--- src/common/csv_pkg.sv ---
// Package: constants and carrier types for current scaling and velocity mode select
package csv_pkg;
  // Timing counts
  localparam int unsigned CSV_STST_CLOCKS = 1 << 20; // Clocks from last step to standstill
  localparam int unsigned CSV_RAMP_UNIT_CLOCKS = 1 << 18; // Clocks per ramp delay unit
  localparam logic [19:0] CSV_STEP_INTERVAL_MEASURE_MAX = 20'h F_FFFF; // Interval on overflow or standstill
  localparam int unsigned CSV_STEP_INTERVAL_MEASURE_W = 20; // Interval width
  // Reset values
  localparam logic [4:0] CSV_CS_RESET = 5'h00; // Actual scale after reset
  localparam logic [8:0] CSV_GLOBAL_FULL = 9'h100; // Scaler zero means 256
  // Microstep resolution code: 0 = 256 per full step, n = 256 >> n
  localparam int unsigned CSV_MRES_W = 4;
  localparam logic [3:0] CSV_MRES_MAX = 4'h8; // Full step

  // Configuration carried into the block
  typedef struct packed {
    logic [4:0] run_current_scale;
    logic [4:0] hold_current_scale;
    logic [3:0] hold_ramp_step_delay;
    logic [7:0] standstill_wait_time;
    logic [7:0] global_current_scaler;
    logic [19:0] quiet_mode_interval_limit;
    logic [19:0] high_speed_interval_limit;
    logic [19:0] load_adapt_interval_limit;
    logic small_hysteresis;
    logic quiet_mode_cfg;
    logic load_adapt_cfg;
    logic [3:0] mres;
  } csv_cfg_t;

  // Mode results
  typedef struct packed {
    logic quiet_mode_en;
    logic load_adapt_en;
    logic high_speed;
  } csv_mode_t;
endpackage : csv_pkg

--- src/hdl/csv_thresh_cmp.sv ---
// Module: one interval threshold comparator with hysteresis
`timescale 1ns/1ps
module csv_thresh_cmp
  import csv_pkg::*;
(
  input wire logic mclk,
  input wire logic rst_n,
  input wire logic upd, // New interval available
  input wire logic [19:0] step_interval,
  input wire logic [19:0] limit,
  input wire logic small_hysteresis,
  output logic fast // Velocity above threshold
);
  import csv_pkg::*;

  logic [19:0] hyst; // Hysteresis amount in clocks
  logic [20:0] upper_iv; // Interval plus hysteresis, one bit wider

  // Hysteresis amount: 1/16 or 1/32 of the interval
  always_comb begin
    hyst = small_hysteresis ? (step_interval >> 5) : (step_interval >> 4);
  end

  // Upper switching point: interval must undercut limit by the hysteresis
  always_comb begin
    upper_iv = {1'b0, step_interval} + {1'b0, hyst};
  end

  // Switch up only past upper point, down exactly at threshold
  always_ff @(posedge mclk or negedge rst_n) begin
    if (!rst_n) begin
      fast <= 1'b0;
    end else if (upd) begin
      if (!fast && upper_iv < {1'b0, limit}) begin
        fast <= 1'b1;
      end else if (fast && step_interval >= limit) begin
        fast <= 1'b0;
      end
    end
  end
endmodule : csv_thresh_cmp

--- src/hdl/csv_current_mode.sv ---
// Module: current scaling, standstill power down and velocity mode select
//
// Notes on behaviour
// - Running current uses run scale, 1..32/32.
// - Run scale caps load-adaptive scale choice.
// - Standstill current uses hold scale.
// - Ramp starts after wait; delay zero instant.
// - Each step waits delay times 2^18 clocks.
// - Global scaler in 1/256, zero is full.
// - Velocity is clocks between step pulses.
// - Interval normalised to 256 microsteps.
// - Interval vs three limits picks modes.
// - Hysteresis 1/16 or 1/32 by bit.
// - Upper point above threshold; lower equal.
// - Standstill flag picks run or hold scale.
// - Standstill flag after 2^20 clocks idle.
// - Overflow or standstill reads maximum interval.
// - Interval at or above quiet limit: quiet mode.
// - Between high and adapt limits: load adapt.
`timescale 1ns/1ps
module csv_current_mode
  import csv_pkg::*;
(
  input wire logic mclk,
  input wire logic rst_n,
  input wire csv_pkg::csv_cfg_t cfg, // Configuration bits
  input wire logic step_pulse, // One-cycle step event
  input wire logic [4:0] adapt_scale_req, // Scale wanted by load-adaptive control
  input wire logic [7:0] sine_value, // Coil value from sine table
  output logic [4:0] actual_scale, // Current scale in use
  output logic scale_update, // Pulse when actual_scale changes
  output logic [15:0] coil_current, // Scaled coil current
  output logic [8:0] global_scale, // Effective global scaler 1..256
  output logic standstill, // Standstill flag
  output logic [19:0] step_interval_measure, // Normalised interval
  output csv_pkg::csv_mode_t mode // Mode selections
);
  import csv_pkg::*;

  ////////////////////////////////////////////////////////////////////////////
  // Step interval measurement

  logic [27:0] raw_count; // Clocks since last step, raw resolution
  logic [27:0] norm_raw; // Raw count normalised to 256 microsteps
  logic [20:0] idle_count; // Clocks since last step for standstill
  logic interval_upd; // New interval latched
  logic [3:0] mres_eff; // Clamped resolution code

  // Clamp resolution code to full step
  always_comb begin
    mres_eff = (cfg.mres > CSV_MRES_MAX) ? CSV_MRES_MAX : cfg.mres;
  end

  // Coarser steps span more 1/256 units: divide
  always_comb begin
    norm_raw = raw_count >> mres_eff;
  end

  // Raw counter saturates rather than wrapping
  always_ff @(posedge mclk or negedge rst_n) begin
    if (!rst_n) begin
      raw_count <= 28'h000_0000;
    end else if (step_pulse) begin
      raw_count <= 28'h000_0001;
    end else if (raw_count != 28'h FFF_FFFF) begin
      raw_count <= raw_count + 28'h000_0001;
    end
  end

  // Idle count for standstill detection
  always_ff @(posedge mclk or negedge rst_n) begin
    if (!rst_n) begin
      idle_count <= 21'(CSV_STST_CLOCKS);
    end else if (step_pulse) begin
      idle_count <= 21'h00_0000;
    end else if (idle_count < 21'(CSV_STST_CLOCKS)) begin
      idle_count <= idle_count + 21'h00_0001;
    end
  end

  // Standstill flag
  always_ff @(posedge mclk or negedge rst_n) begin
    if (!rst_n) begin
      standstill <= 1'b1;
    end else begin
      standstill <= !step_pulse && (idle_count + 21'h00_0001 >= 21'(CSV_STST_CLOCKS));
    end
  end

  // Interval latched per step, max on overflow or standstill
  always_ff @(posedge mclk or negedge rst_n) begin
    if (!rst_n) begin
      step_interval_measure <= CSV_STEP_INTERVAL_MEASURE_MAX;
      interval_upd <= 1'b0;
    end else begin
      interval_upd <= step_pulse || standstill || (norm_raw >= 28'(CSV_STEP_INTERVAL_MEASURE_MAX)); // Pulse on each latch
      if (step_pulse && !standstill) begin
        step_interval_measure <= (norm_raw > 28'(CSV_STEP_INTERVAL_MEASURE_MAX)) ? CSV_STEP_INTERVAL_MEASURE_MAX : norm_raw[19:0];
      end else if (standstill || norm_raw >= 28'(CSV_STEP_INTERVAL_MEASURE_MAX)) begin
        step_interval_measure <= CSV_STEP_INTERVAL_MEASURE_MAX;
      end
    end
  end

  ////////////////////////////////////////////////////////////////////////////
  // Threshold comparisons

  logic [2:0] fast_v; // Above quiet, high, adapt velocities
  logic [19:0] limits [3]; // Limits per comparator

  always_comb begin
    limits[0] = cfg.quiet_mode_interval_limit;
    limits[1] = cfg.high_speed_interval_limit;
    limits[2] = cfg.load_adapt_interval_limit;
  end

  // One hysteresis comparator per limit
  genvar gi;
  generate
    for (gi = 0; gi < 3; gi++) begin : g_cmp
      csv_thresh_cmp u_cmp (
        .mclk(mclk),
        .rst_n(rst_n),
        .upd(interval_upd),
        .step_interval(step_interval_measure),
        .limit(limits[gi]),
        .small_hysteresis(cfg.small_hysteresis),
        .fast(fast_v[gi])
      );
    end
  endgenerate

  // Mode decisions from comparator states
  always_ff @(posedge mclk or negedge rst_n) begin
    if (!rst_n) begin
      mode <= '0;
    end else begin
      mode.quiet_mode_en <= cfg.quiet_mode_cfg && !fast_v[0] && !fast_v[1];
      mode.load_adapt_en <= cfg.load_adapt_cfg && fast_v[2] && !fast_v[1];
      mode.high_speed <= fast_v[1];
    end
  end

  ////////////////////////////////////////////////////////////////////////////
  // Standstill power down ramp

  typedef enum logic [1:0] {CSV_RUN, CSV_WAIT, CSV_RAMP, CSV_HOLD} csv_pd_t;
  csv_pd_t pd_state; // Power down phase
  logic [33:0] pd_timer; // Wait and step timer
  logic [4:0] ramp_scale; // Scale during ramp
  logic [33:0] wait_clocks; // Standstill wait in clocks
  logic [33:0] step_clocks; // Per step delay in clocks

  always_comb begin
    wait_clocks = 34'(cfg.standstill_wait_time) * 34'(CSV_RAMP_UNIT_CLOCKS);
    step_clocks = 34'(cfg.hold_ramp_step_delay) * 34'(CSV_RAMP_UNIT_CLOCKS);
  end

  // Phase sequencer: run, wait, ramp, hold
  always_ff @(posedge mclk or negedge rst_n) begin
    if (!rst_n) begin
      pd_state <= CSV_RUN;
      pd_timer <= 34'h0_0000_0000;
      ramp_scale <= CSV_CS_RESET;
    end else if (!standstill) begin
      pd_state <= CSV_RUN;
      pd_timer <= 34'h0_0000_0000;
      ramp_scale <= cfg.run_current_scale;
    end else begin
      case (pd_state)
        CSV_RUN: begin
          pd_state <= CSV_WAIT;
          pd_timer <= 34'h0_0000_0000;
        end
        CSV_WAIT: begin
          if (pd_timer >= wait_clocks) begin
            pd_timer <= 34'h0_0000_0000;
            if (cfg.hold_ramp_step_delay == 4'h0 || ramp_scale <= cfg.hold_current_scale) begin
              pd_state <= CSV_HOLD;
            end else begin
              pd_state <= CSV_RAMP;
            end
          end else begin
            pd_timer <= pd_timer + 34'h0_0000_0001;
          end
        end
        CSV_RAMP: begin
          if (cfg.hold_ramp_step_delay == 4'h0 || ramp_scale <= cfg.hold_current_scale) begin
            pd_state <= CSV_HOLD;
          end else if (pd_timer + 34'h0_0000_0001 >= step_clocks) begin
            pd_timer <= 34'h0_0000_0000;
            ramp_scale <= ramp_scale - 5'h01;
          end else begin
            pd_timer <= pd_timer + 34'h0_0000_0001;
          end
        end
        CSV_HOLD: begin
          ramp_scale <= cfg.hold_current_scale;
        end
        default: begin
          pd_state <= CSV_RUN;
        end
      endcase
    end
  end

  ////////////////////////////////////////////////////////////////////////////
  // Actual scale and current path

  logic [4:0] next_actual_scale; // Scale chosen this cycle

  // Run path honours adaptive request under run ceiling
  always_comb begin
    if (!standstill || pd_state == CSV_RUN || pd_state == CSV_WAIT) begin
      if (mode.load_adapt_en && adapt_scale_req < cfg.run_current_scale) begin
        next_actual_scale = adapt_scale_req;
      end else begin
        next_actual_scale = cfg.run_current_scale;
      end
    end else if (pd_state == CSV_HOLD) begin
      next_actual_scale = cfg.hold_current_scale;
    end else begin
      next_actual_scale = ramp_scale;
    end
  end

  // Register the scale and flag changes
  always_ff @(posedge mclk or negedge rst_n) begin
    if (!rst_n) begin
      actual_scale <= CSV_CS_RESET;
      scale_update <= 1'b0;
    end else begin
      actual_scale <= next_actual_scale;
      scale_update <= (next_actual_scale != actual_scale);
    end
  end

  // Effective global scaler, zero is full scale
  always_ff @(posedge mclk or negedge rst_n) begin
    if (!rst_n) begin
      global_scale <= CSV_GLOBAL_FULL;
    end else begin
      global_scale <= (cfg.global_current_scaler == 8'h00) ? CSV_GLOBAL_FULL : {1'b0, cfg.global_current_scaler};
    end
  end

  // Coil value times (scale+1)/32 times global/256
  logic [30:0] prod; // Full product
  always_comb begin
    prod = 31'(sine_value) * 31'({1'b0, actual_scale} + 6'h01) * 31'(global_scale);
  end

  always_ff @(posedge mclk or negedge rst_n) begin
    if (!rst_n) begin
      coil_current <= 16'h0000;
    end else begin
      coil_current <= prod[28:13];
    end
  end
endmodule : csv_current_mode

--- config.mk ---
export PLATFORM = sky130hd
export DESIGN_NAME = csv_current_mode
export DESIGN_NICKNAME = d
export VERILOG_FILES = /design/src/common/csv_pkg.sv /design/src/hdl/csv_thresh_cmp.sv /design/src/hdl/csv_current_mode.sv
export SDC_FILE = /design/constraint.sdc
export NUM_CORES = 1
export LEC_CHECK = 0
export BUFFER_PORTS_ARGS = -buffer_cell sky130_fd_sc_hd__buf_4
export CAP_MARGIN = 25
export CELL_PAD_IN_SITES_DETAIL_PLACEMENT = 1
export CELL_PAD_IN_SITES_GLOBAL_PLACEMENT = 1
export CORE_MARGIN = 1
export CORE_UTILIZATION = 38
export DETAILED_ROUTE_END_ITERATION = 12
export GPL_TIMING_DRIVEN = 0
export HOLD_SLACK_MARGIN = 0.03
export PLACE_DENSITY = 0.82
export SYNTH_ARGS = -nofsm -noshare
export SYNTH_HDL_FRONTEND = slang
export SYNTH_SLANG_ARGS = --single-unit
--- constraint.sdc ---
create_clock -name mclk -period 8.2 [get_ports mclk]
set_input_delay 1.23 -clock mclk [delete_from_list [all_inputs] [get_ports mclk]]
set_output_delay 1.23 -clock mclk [all_outputs]
set_load 0.02 [all_outputs]
==> results.md, run 1 <==
* Run status: finished, violations left
* Failing checks: setup timing
* Worst min path class: register to register
* CTS tree: yes
* Distinct cells, synth at 89
* Largest net degree at the start of global routing at 95
* ANT cells at 0
* Post-synthesis simple-gate area fraction at 20.2%
* Initial antenna violation count at 1
* Final net count at 2,675
* Setup slack after layout at -239 ps
* Cell mode on critical path: fa_1
* Die area at 0.0478 mm^2
* # IOs at 168
* GPL Wtd Cong at 0.882
* Crit end category: register
* Clk pin slew, worst setup/hold paths at 70 ps
* DR WL/cell at 19.9 um
* Max cap viols at 0
* Synthesized area at 0.0178 mm^2
* Clock Skew at 17.5 ps
* CTS Buf Count at 17
* Worst Tran Pin Value at 788 ps
* Row count at 79
* Via/cell ratio at 5.57
* DRC Markers at 0
* Max Clock Freq at 0.118 GHz
* Adder-Cell Fraction of Synth Area at 28.2%
* Largest family of logic cells by synthesized area: adder cells
* Startpoint types: register
* Fin. Hold Viols at 0
* Vias in the first global route at 17,638
* Tmin final at 8440 ps
* Register area share after synthesis at 20.2%
* Total gr overflow at 0
* Crit path max fanout at 5
* Final wirelength at 56,600 um
* Slew HR at 47.1%
* Starting Density at 38.4%
* Worst path slowest cell: fa_1
* Root buf cell: clkbuf_16
* Critical path's largest stage delay at 540 ps
* Max clock buf depth at 2
* Cell count after synthesis at 2,008
* Ys Warns at 0
* DRT antenna net count at 0
* Top Family by Delay on Critical Path: adder cells
* Tcrit/Tclk final at 103%
* RSZ-0062 raised after global routing: true
* Core Box Area at 0.0465 mm^2
* Synth Area in Compound Gates at 12.6%
* Die Width at 219 um
* H-tree Lvls at 4
* Multiplexer share of the synthesized area at 6.73%
* CP Data Required Time at 8540 ps
* Global-route wire length before repair at 91,100 um
* Synthesized flop and latch total at 143
* Critical path type: register to register
* Buffers on Ports at 157
* Vias after detailed routing at 15,850
* Critical path buffers and inverters at 8
* Clk sink count at 143
* Die height at 219 um
* EDFF count, synth at 0
* Layout cell share with drive strength beyond 1 at 18.6%
* DRT iter0 DRCs at 838
* Dominant synthesized flop cell: dfrtp_1
* XOR/XNOR Fraction of Synth Area at 4.12%
* Detailed placer's ending HPWL at 43,900 um
* Count of final setup violators at 4
* Global Route Usage Sum at 23.9%
* Synthesized area per cell at 8.88 um^2
* Async set or reset register ratio after synthesis at 100%
* First-pass DRT Iterations at 7
* CP Data Arrival Time at 8780 ps
* Slew Limit Fails at 0
* Final instance area at 0.0212 mm^2
* Area of placed instances at 0.0199 mm^2
* Synthesis-to-layout area growth at 18.7%
* Clock latency on the worst-skew pair at 460 ps
cells in the final DEF (no fill, tap or decap), types with 7 or more instances in the layout:
cell type,n
ha_1,218
mux2i_1,42
xor2_1,35
a31oi_1,16
a21oi_1,63
dfrtp_1,115
buf_2,9
mux2_2,21
nor4_1,10
or2_2,11
a21o_1,33
fa_1,109
nor2b_1,42
dfstp_2,23
o22a_1,21
and2_4,7
nor3_1,33
o21a_1,16
buf_4,202
and3_1,17
nand2b_1,30
xnor2_1,42
nand2_1,165
a211oi_1,12
mux4_2,12
mux4_1,10
clkbuf_1,51
o21ai_0,87
buf_6,14
ha_4,8
inv_1,238
and2_1,95
nor2_1,100
inv_2,9
o21ai_1,10
nand3_1,65
or3_1,8
a211o_1,7
clkbuf_16,18
nand4_1,44
kinds of logic after synthesis:
kind of cell,Yosys count
buf+inv,333
fa+ha+maj,336
mux,86
other cells,1
xor+xnor,84
compound gates,342
simple gates,683
flops,143
layer usage:
metal	GRT usage (%)	wire length [um]
met1	29.0	24400
met2	43.5	29100
met3	2.98	1730
met4	7.78	1400
met5	0	11
layout make-up:
cell class,count,area (um^2)
Multi-Input combinational cell,1537,13300
Inverter,247,927
Clock buffer,18,429
Clock inverter,12,139
Tap cell,607,759
Buffer,86,500
Timing Repair Buffer,194,1500
Sequential cell,143,3610
Fill cell,5403,25300
synth_stat cells, drive strengths merged (30+ instances only):
library cell	count	share of area, %
buf	35	1.6
dfrtp	120	17
nor2b	43	1.5
o21ai	103	2.9
a21o	34	1.4
and2	102	3.6
nor2	107	2.3
nand4	47	1.8
fa	110	12
mux2i	42	2.4
a21oi	66	1.9
nor3	39	1.2
clkbuf	51	1.1
nand2	170	3.6
xnor2	45	2.2
inv	247	5.2
nand3	70	2.0
xor2	39	1.9
nand2b	30	1.1
ha	226	16
sequential cells by signal, indices dropped and copies added, names as in the netlist:
register,cells
coil_current,10
scale_update,1
pd_timer,34
actual_scale,5
pd_state,2
idle_count,21
g_cmp.u_cmp.fast,3
global_scale,9
ramp_scale,5
standstill,1
mode,3
raw_count,28
interval_upd,1
step_interval_measure,20
per-stage QoR:
| stage | setup slack [ps] | hold slack (ps) | cells | utilization (%) | TNS, ps |
|---|---|---|---|---|---|
| detailed placement | -1300 | 476 | 2778 | 42.8 | -9610 |
| global placement | -976 | 466 | 2777 | 42.8 | -6040 |
| floorplan | -123 | 415 | 2013 | - | -123 |
| global route | -465 | 522 | 2844 | 45.6 | -1940 |
| CTS | -123 | 492 | 2830 | 45.1 | -325 |
| finish | -239 | 483 | 2844 | 45.6 | -632 |
final timing paths:
path	startpoint	to	slack [ps]	cells past startpoint
worst max-delay path	actual_scale[0]	coil_current[8]	-240	35
worst min-delay path	g_cmp[0].u_cmp.fast	mode[2]	480	1
worst max register to register	actual_scale[0]	coil_current[8]	-240	35
worst min register to register	g_cmp[0].u_cmp.fast	mode[2]	480	1
max in group asynchronous	rst_n	pd_timer[22]	6550	2
min in group asynchronous	rst_n	global_scale[3]	740	1
repair_timing:
item | in CTS | in global routing
hold buffers | 0 | 0
pin swaps | 32 | 39
buffers inserted | 22 | 15
gates resized for setup | 63 | 33
cloned | 0 | 0
endpoints found under the setup margin | 10 | 9
worst reg2reg max path: cells and delay by family, from the launching register on:
kind	cells	cell delay, ps
and+or+nand+nor	4	400
AOI/OAI and AO/OA	12	2410
adders and majority gates	10	4080
buffers and inverters	8	690
xor gates and xnor gates	1	270
DFF	1	480
Power of run 1 is not shown: default switching activity piles up to over one toggle a cycle in this logic, so the estimate is an artifact.
==> inputs of run 2 (changes only) <==
Settings changed: CORE_ASPECT_RATIO from default to 0.75, SKIP_LAST_GASP from default to 1.
Clock period 8.2 ns to 7.5 ns, I/O delays scaled along.
==> run 2 against run 1 <==
The flow still finishes with violations (setup timing). Register-to-register slack got worse by 650 ps. Cell count increased by 1.5%. Die area about the same. Final area increased by 0.79%. Hold slack got worse by 24 ps. Worst setup slack got worse by 650 ps. Global-route usage increased by 0.83 points. Clock skew increased by 2.5 ps. Fmax increased by 0.55%. Via count increased by 1.8%. Sequential share of layout area decreased by 0.13 points. First-iteration DRC count increased by 18%. Largest cell class unchanged. Highest routed layer unchanged.
==> results.md, run 2 (synthesis results as in run 1) <==
* Die area at 0.0478 mm^2 (about the same)
* Row count at 68 (-14%)
* Met1 GRT Util at 33.6% (+4.5 points)
* Post-layout util at 46.2% (+0.61 points)
* HP Start: g_cmp[0].u_cmp.fast
* Worst Tran Pin Value at 959 ps (+171 ps)
* DRT antenna net count at 0 (unchanged)
* Initial antenna violation count at 6 (+5)
* Via/cell ratio at 5.59 (+0.29%)
* Setup slack after layout at -893 ps (-654 ps)
* CP startpoint: actual_scale[0]
* Max clock buf depth at 2 (unchanged)
* Max cap viols at 0 (unchanged)
* Critical path's largest stage delay at 580 ps (+40 ps)
* Slew HR at 36.0% (-11 points)
* Largest net degree at the start of global routing at 93 (-2.1%)
* DRC Markers at 0 (unchanged)
* Die height at 190 um (-13%)
* Worst min path class: register to register
* Met2 Use GR at 40.5% (-3.0 points)
* Top Usage Layer GRT: met2
* DRT iter0 DRCs at 989 (+18%)
* Most frequent cells in the layout: inv_1, ha_1, buf_4
* M3 GR Usage at 3.65% (+0.67 points)
* Crit path max fanout at 4 (-1)
* CP Data Required Time at 7860 ps (-680 ps)
* Run status: finished, violations left
* Critical Path End: coil_current[9]
* Root buf cell: clkbuf_16
* Startpoint types: register
* Worst path slowest cell: fa_1
* Count of final setup violators at 10 (+6)
* Final wirelength at 59,100 um (+4.3%)
* Synthesis-to-layout area growth at 19.7%
* Max reg flops at 34 (unchanged)
* CP Data Arrival Time at 8750 ps (-30 ps)
* Clk pin slew, worst setup/hold paths at 60 ps (about the same)
* First-pass DRT Iterations at 6 (-1)
* Cell mode on critical path: fa_1
* Fill count at 5,385 (-0.33%)
* Clk sink count at 143 (unchanged)
* Setup TNS at -6950 ps (-6320 ps)
* Most common cell after layout, fill and taps aside: inv_1
* Total gr overflow at 0 (unchanged)
* # IOs at 168 (unchanged)
* Core Box Area at 0.0462 mm^2 (-0.55%)
* Final net count at 2,689 (+0.52%)
* Global Route Usage Sum at 24.8% (+0.83 points)
* Tmin final at 8390 ps (-45.7 ps)
* Buffers on Ports at 157 (unchanged)
* Fin. Hold Viols at 0 (unchanged)
* Critical path type: register to register
* Tcrit/Tclk final at 112% (+9.0 points)
* Vias after detailed routing at 16,130 (+1.8%)
* Clock Skew at 19.9 ps (+2.47 ps)
* Area of placed instances at 0.0199 mm^2 (+0.19%)
* Starting Density at 38.6% (+0.21 points)
* Max Clock Freq at 0.119 GHz (+0.55%)
* Layout cell share with drive strength beyond 1 at 19.1% (+0.44 points)
* H-tree Lvls at 4 (unchanged)
* Failing checks: setup timing
* RSZ-0062 raised after global routing: true
* GPL Wtd Cong at 0.897 (+1.7%)
* Reg2Reg Depth at 32 (-8.6%)
* Clock latency on the worst-skew pair at 450 ps (about the same)
* DR WL/cell at 20.5 um (+2.8%)
* Crit end category: register
* Slew Limit Fails at 0 (unchanged)
* Vias in the first global route at 17,429 (-1.2%)
* CTS Buf Count at 17 (unchanged)
* Detailed placer's ending HPWL at 45,400 um (+3.4%)
* Biggest regs: pd_timer x34, raw_count x28, idle_count x21
* Final instance area at 0.0213 mm^2 (+0.79%)
* Biggest register: pd_timer
* RR Startpoint: actual_scale[0]
* RR Endpoint: coil_current[9]
* Global-route wire length before repair at 94,100 um (+3.3%)
* CTS tree: yes
* Worst reg2reg setup slack at -890 ps (-650 ps)
* Die Width at 252 um (+15%)
==> run 2: cell types whose count changed in the layout (fill, tap and decap cells not counted), sizes merged <==
| cell | change |
|---|---|
| buf | +14 |
| clkbuf | +5 |
| clkinv | -4 |
| inv | +4 |
| diode | +3 |
| bufinv | -2 |
| clkinvlp | -1 |
==> run 2: metrics by stage <==
step,std cells,worst slack (ps),hold slack (ps)
2_1_floorplan,2013,-717,415
3_3_place_gp,2800,-1690,445
3_5_place_dp,2801,-1950,460
4_1_cts,2865,-841,469
5_1_grt,2886,-1160,498
6_report,2886,-893,459
==> run 2: per-layer routing <==
layer	share of wire [%]	vias up	wire length (um)
met3	4.5	114	2670
met2	47	428	27600
met4	2.9	6	1700
met5	0.054	-	32
li1	-	7380	-
met1	46	8202	27000
==> run 2: worst min-delay path by stage <==
stage,end,cells past startpoint
after global placement,mode[2],1
after floorplan,mode[0],0
final,mode[2],1
after detailed placement,mode[2],1
after CTS,mode[2],1
after global routing,mode[0],0
==> run 2: area by class of cell <==
type                    count  area (um^2)  area share [%]
multi-input cells        1537        13400            62.6
diodes                      3         7.51          0.0352
repair buffers            208         1610            7.55
clock inverters             9         76.3           0.358
well taps                 630          788            3.69
inverters                 247          927            4.34
flip-flops and latches    143         3610            16.9
clock buffers              23          469            2.20
plain buffers              86          500            2.34
==> run 2: timing repair <==
item / in CTS / in global routing
endpoints found under the setup margin: 10 / 10
buffers inserted: 32 / 18
hold buffers: 0 / 0
resized for setup: 74 / 23
pin swaps: 38 / 24
hold endpoints to repair: 0 / 0
==> run 2: critical path, delay by kind of cell (launching register included) <==
kind                       cells  cell delay, ps
AOI/OAI and AO/OA             10            1900
DFF                            1             440
and+or+nand+nor                6            1030
adders and majority gates      9            4140
xor gates and xnor gates       1             140
buffers and inverters          6             660
Power of run 2 is left out for the same reason.
==> inputs of run 3 (changes only) <==
Settings changed: CELL_PAD_IN_SITES_DETAIL_PLACEMENT 1 to 2, CELL_PAD_IN_SITES_GLOBAL_PLACEMENT 1 to 2, CORE_UTILIZATION 38 to 35, PLACE_DENSITY 0.82 to 0.9.
==> run 3 against run 2 <==
The flow still finishes with violations (setup timing). Hold slack better by 3.6 ps. Sequential share of layout area barely moved. Register-to-register slack lost 470 ps. Critical path type unchanged. Critical endpoint unchanged.
==> results.md, run 3 (synthesis results as in run 1) <==
* Post-layout util at 42.6% (-3.6 points)
* Setup slack after layout at -1360 ps (-465 ps)
* CP Data Arrival Time at 9190 ps (+440 ps)
* Post-Layout Cell Count at 2,908 (+0.76%)
* Slew Limit Fails at 0 (unchanged)
* Top Family by Delay on Critical Path: adder cells
* Clk pin slew, worst setup/hold paths at 70 ps (about the same)
* Initial antenna violation count at 7 (+1)
* Synthesis-to-layout area growth at 20.0%
* Die height at 198 um (+4.2%)
* DRT antenna net count at 0 (unchanged)
* Via/cell ratio at 5.90 (+5.6%)
* Worst min path class: register to register
* Vias in the first global route at 19,377 (+11%)
* Critical path type: register to register
* Count of final setup violators at 10 (unchanged)
* Root buf cell: clkbuf_16
* # IOs at 168 (unchanged)
* Final net count at 2,683 (-0.22%)
* Biggest register: pd_timer
* CTS tree: yes
* Die Width at 263 um (+4.2%)
* DR WL/cell at 27.5 um (+34%)
* DRC Markers at 0 (unchanged)
* Max clock buf depth at 2 (unchanged)
* Biggest regs: pd_timer x34, raw_count x28, idle_count x21
* Clock Skew at 13.4 ps (-6.56 ps)
* Max cap viols at 0 (unchanged)
* Hold_ws at 463 ps (+3.57 ps)
* Placed cells at 2,828 (+0.96%)
* Buffers on Ports at 157 (unchanged)
* CP Data Required Time at 7830 ps (-30 ps)
* Slew HR at 41.6% (+5.6 points)
* Tmin final at 8860 ps (+465 ps)
* Core Box Area at 0.0502 mm^2 (+8.6%)
* Starting Density at 35.5% (-3.1 points)
* Startpoint types: register
* Fill count at 5,438 (+0.98%)
* Die area at 0.0519 mm^2 (+8.5%)
* Global-route wire length before repair at 118,000 um (+25%)
* Clk sink count at 143 (unchanged)
* Run status: finished, violations left
* RSZ-0062 raised after global routing: true
* Global Route Usage Sum at 29.5% (+4.7 points)
* First-pass DRT Iterations at 5 (-1)
* Total gr overflow at 0 (unchanged)
* Area of placed instances at 0.0200 mm^2 (+0.17%)
* Crit path max fanout at 5 (+1)
* Final wirelength at 80,000 um (+36%)
* Detailed placer's ending HPWL at 54,600 um (+20%)
* GPL Wtd Cong at 0.864 (-3.7%)
* Max Clock Freq at 0.113 GHz (-5.3%)
* Tcrit/Tclk final at 118% (+6.2 points)
* Critical path buffers and inverters at 9 (+3)
* Vias after detailed routing at 17,155 (+6.4%)
* Worst Tran Pin Value at 876 ps (-83.8 ps)
* Most common cell after layout, fill and taps aside: inv_1
* Most frequent cells in the layout: inv_1, ha_1, buf_4
* Row count at 71 (+4.4%)
* H-tree Lvls at 4 (unchanged)
* CTS Buf Count at 17 (unchanged)
* Largest net degree at the start of global routing at 81 (-13%)
* Failing checks: setup timing
* Critical path's largest stage delay at 620 ps (+40 ps)
* Layout cell share with drive strength beyond 1 at 19.3% (+0.23 points)
* Worst path slowest cell: fa_2
* Max reg flops at 34 (unchanged)
* DRT iter0 DRCs at 1,046 (+5.8%)
* Crit end category: register
* Final instance area at 0.0214 mm^2 (+0.28%)
* Clock latency on the worst-skew pair at 460 ps (about the same)
* Fin. Hold Viols at 0 (unchanged)
-- run 3: path summary, 6_finish.rpt --
check | depth (start not counted) | start | end | slack, ps
setup / recovery | 37 | actual_scale[1] | coil_current[9] | -1360
hold / removal | 1 | g_cmp[0].u_cmp.fast | mode[2] | 460
setup reg to reg | 37 | actual_scale[1] | coil_current[9] | -1360
hold reg to reg | 1 | g_cmp[0].u_cmp.fast | mode[2] | 460
max in group asynchronous | 2 | rst_n | step_interval_measure[17] | 5840
min in group asynchronous | 1 | rst_n | pd_timer[20] | 760
-- run 3: stage by stage --
stage          setup WS (ps)  setup TNS [ps]
2_1_floorplan           -717           -3860
3_3_place_gp           -1750          -13760
3_5_place_dp           -2510          -20580
4_1_cts                -1040           -7270
5_1_grt                -1510          -12400
6_report               -1360          -11080
-- run 3: final cells by class --
| class | count | area, um^2 | area share (%) |
|---|---|---|---|
| flip-flops and latches | 143 | 3610 | 16.9 |
| inverters | 247 | 927 | 4.33 |
| diodes | 4 | 10.0 | 0.0468 |
| well taps | 657 | 822 | 3.84 |
| clock buffers | 20 | 457 | 2.13 |
| plain buffers | 86 | 500 | 2.34 |
| multi-input cells | 1537 | 13400 | 62.4 |
| repair buffers | 202 | 1600 | 7.48 |
| clock inverters | 12 | 123 | 0.573 |
-- run 3: worst reg2reg max path, delay by kind of cell, from the launching register on --
kind | cells | cell delay [ps]
XOR/XNOR | 2 | 400
buffers and inverters | 9 | 930
adder cells (fa/ha/maj) | 9 | 3870
flip-flops | 1 | 450
AND/OR/NAND/NOR | 5 | 580
AO/OA/AOI/OAI | 12 | 2500
-- run 3: timing repair --
action,4_1_cts,5_1_grt
setup endpoints to repair,10,10
pin swaps,34,27
hold buffers,0,0
buffers inserted,29,15
gates resized for setup,64,31
-- run 3: routing by layer --
metal / global-route usage (%) / routed length (um) / vias up
met2: 51.6 / 39000 / 685
li1: - / - / 7358
met5: 0 / 13 / -
met3: 4.45 / 3910 / 270
met1: 35.7 / 32700 / 8840
met4: 13.6 / 4410 / 2
Power of run 3 is left out for the same reason.
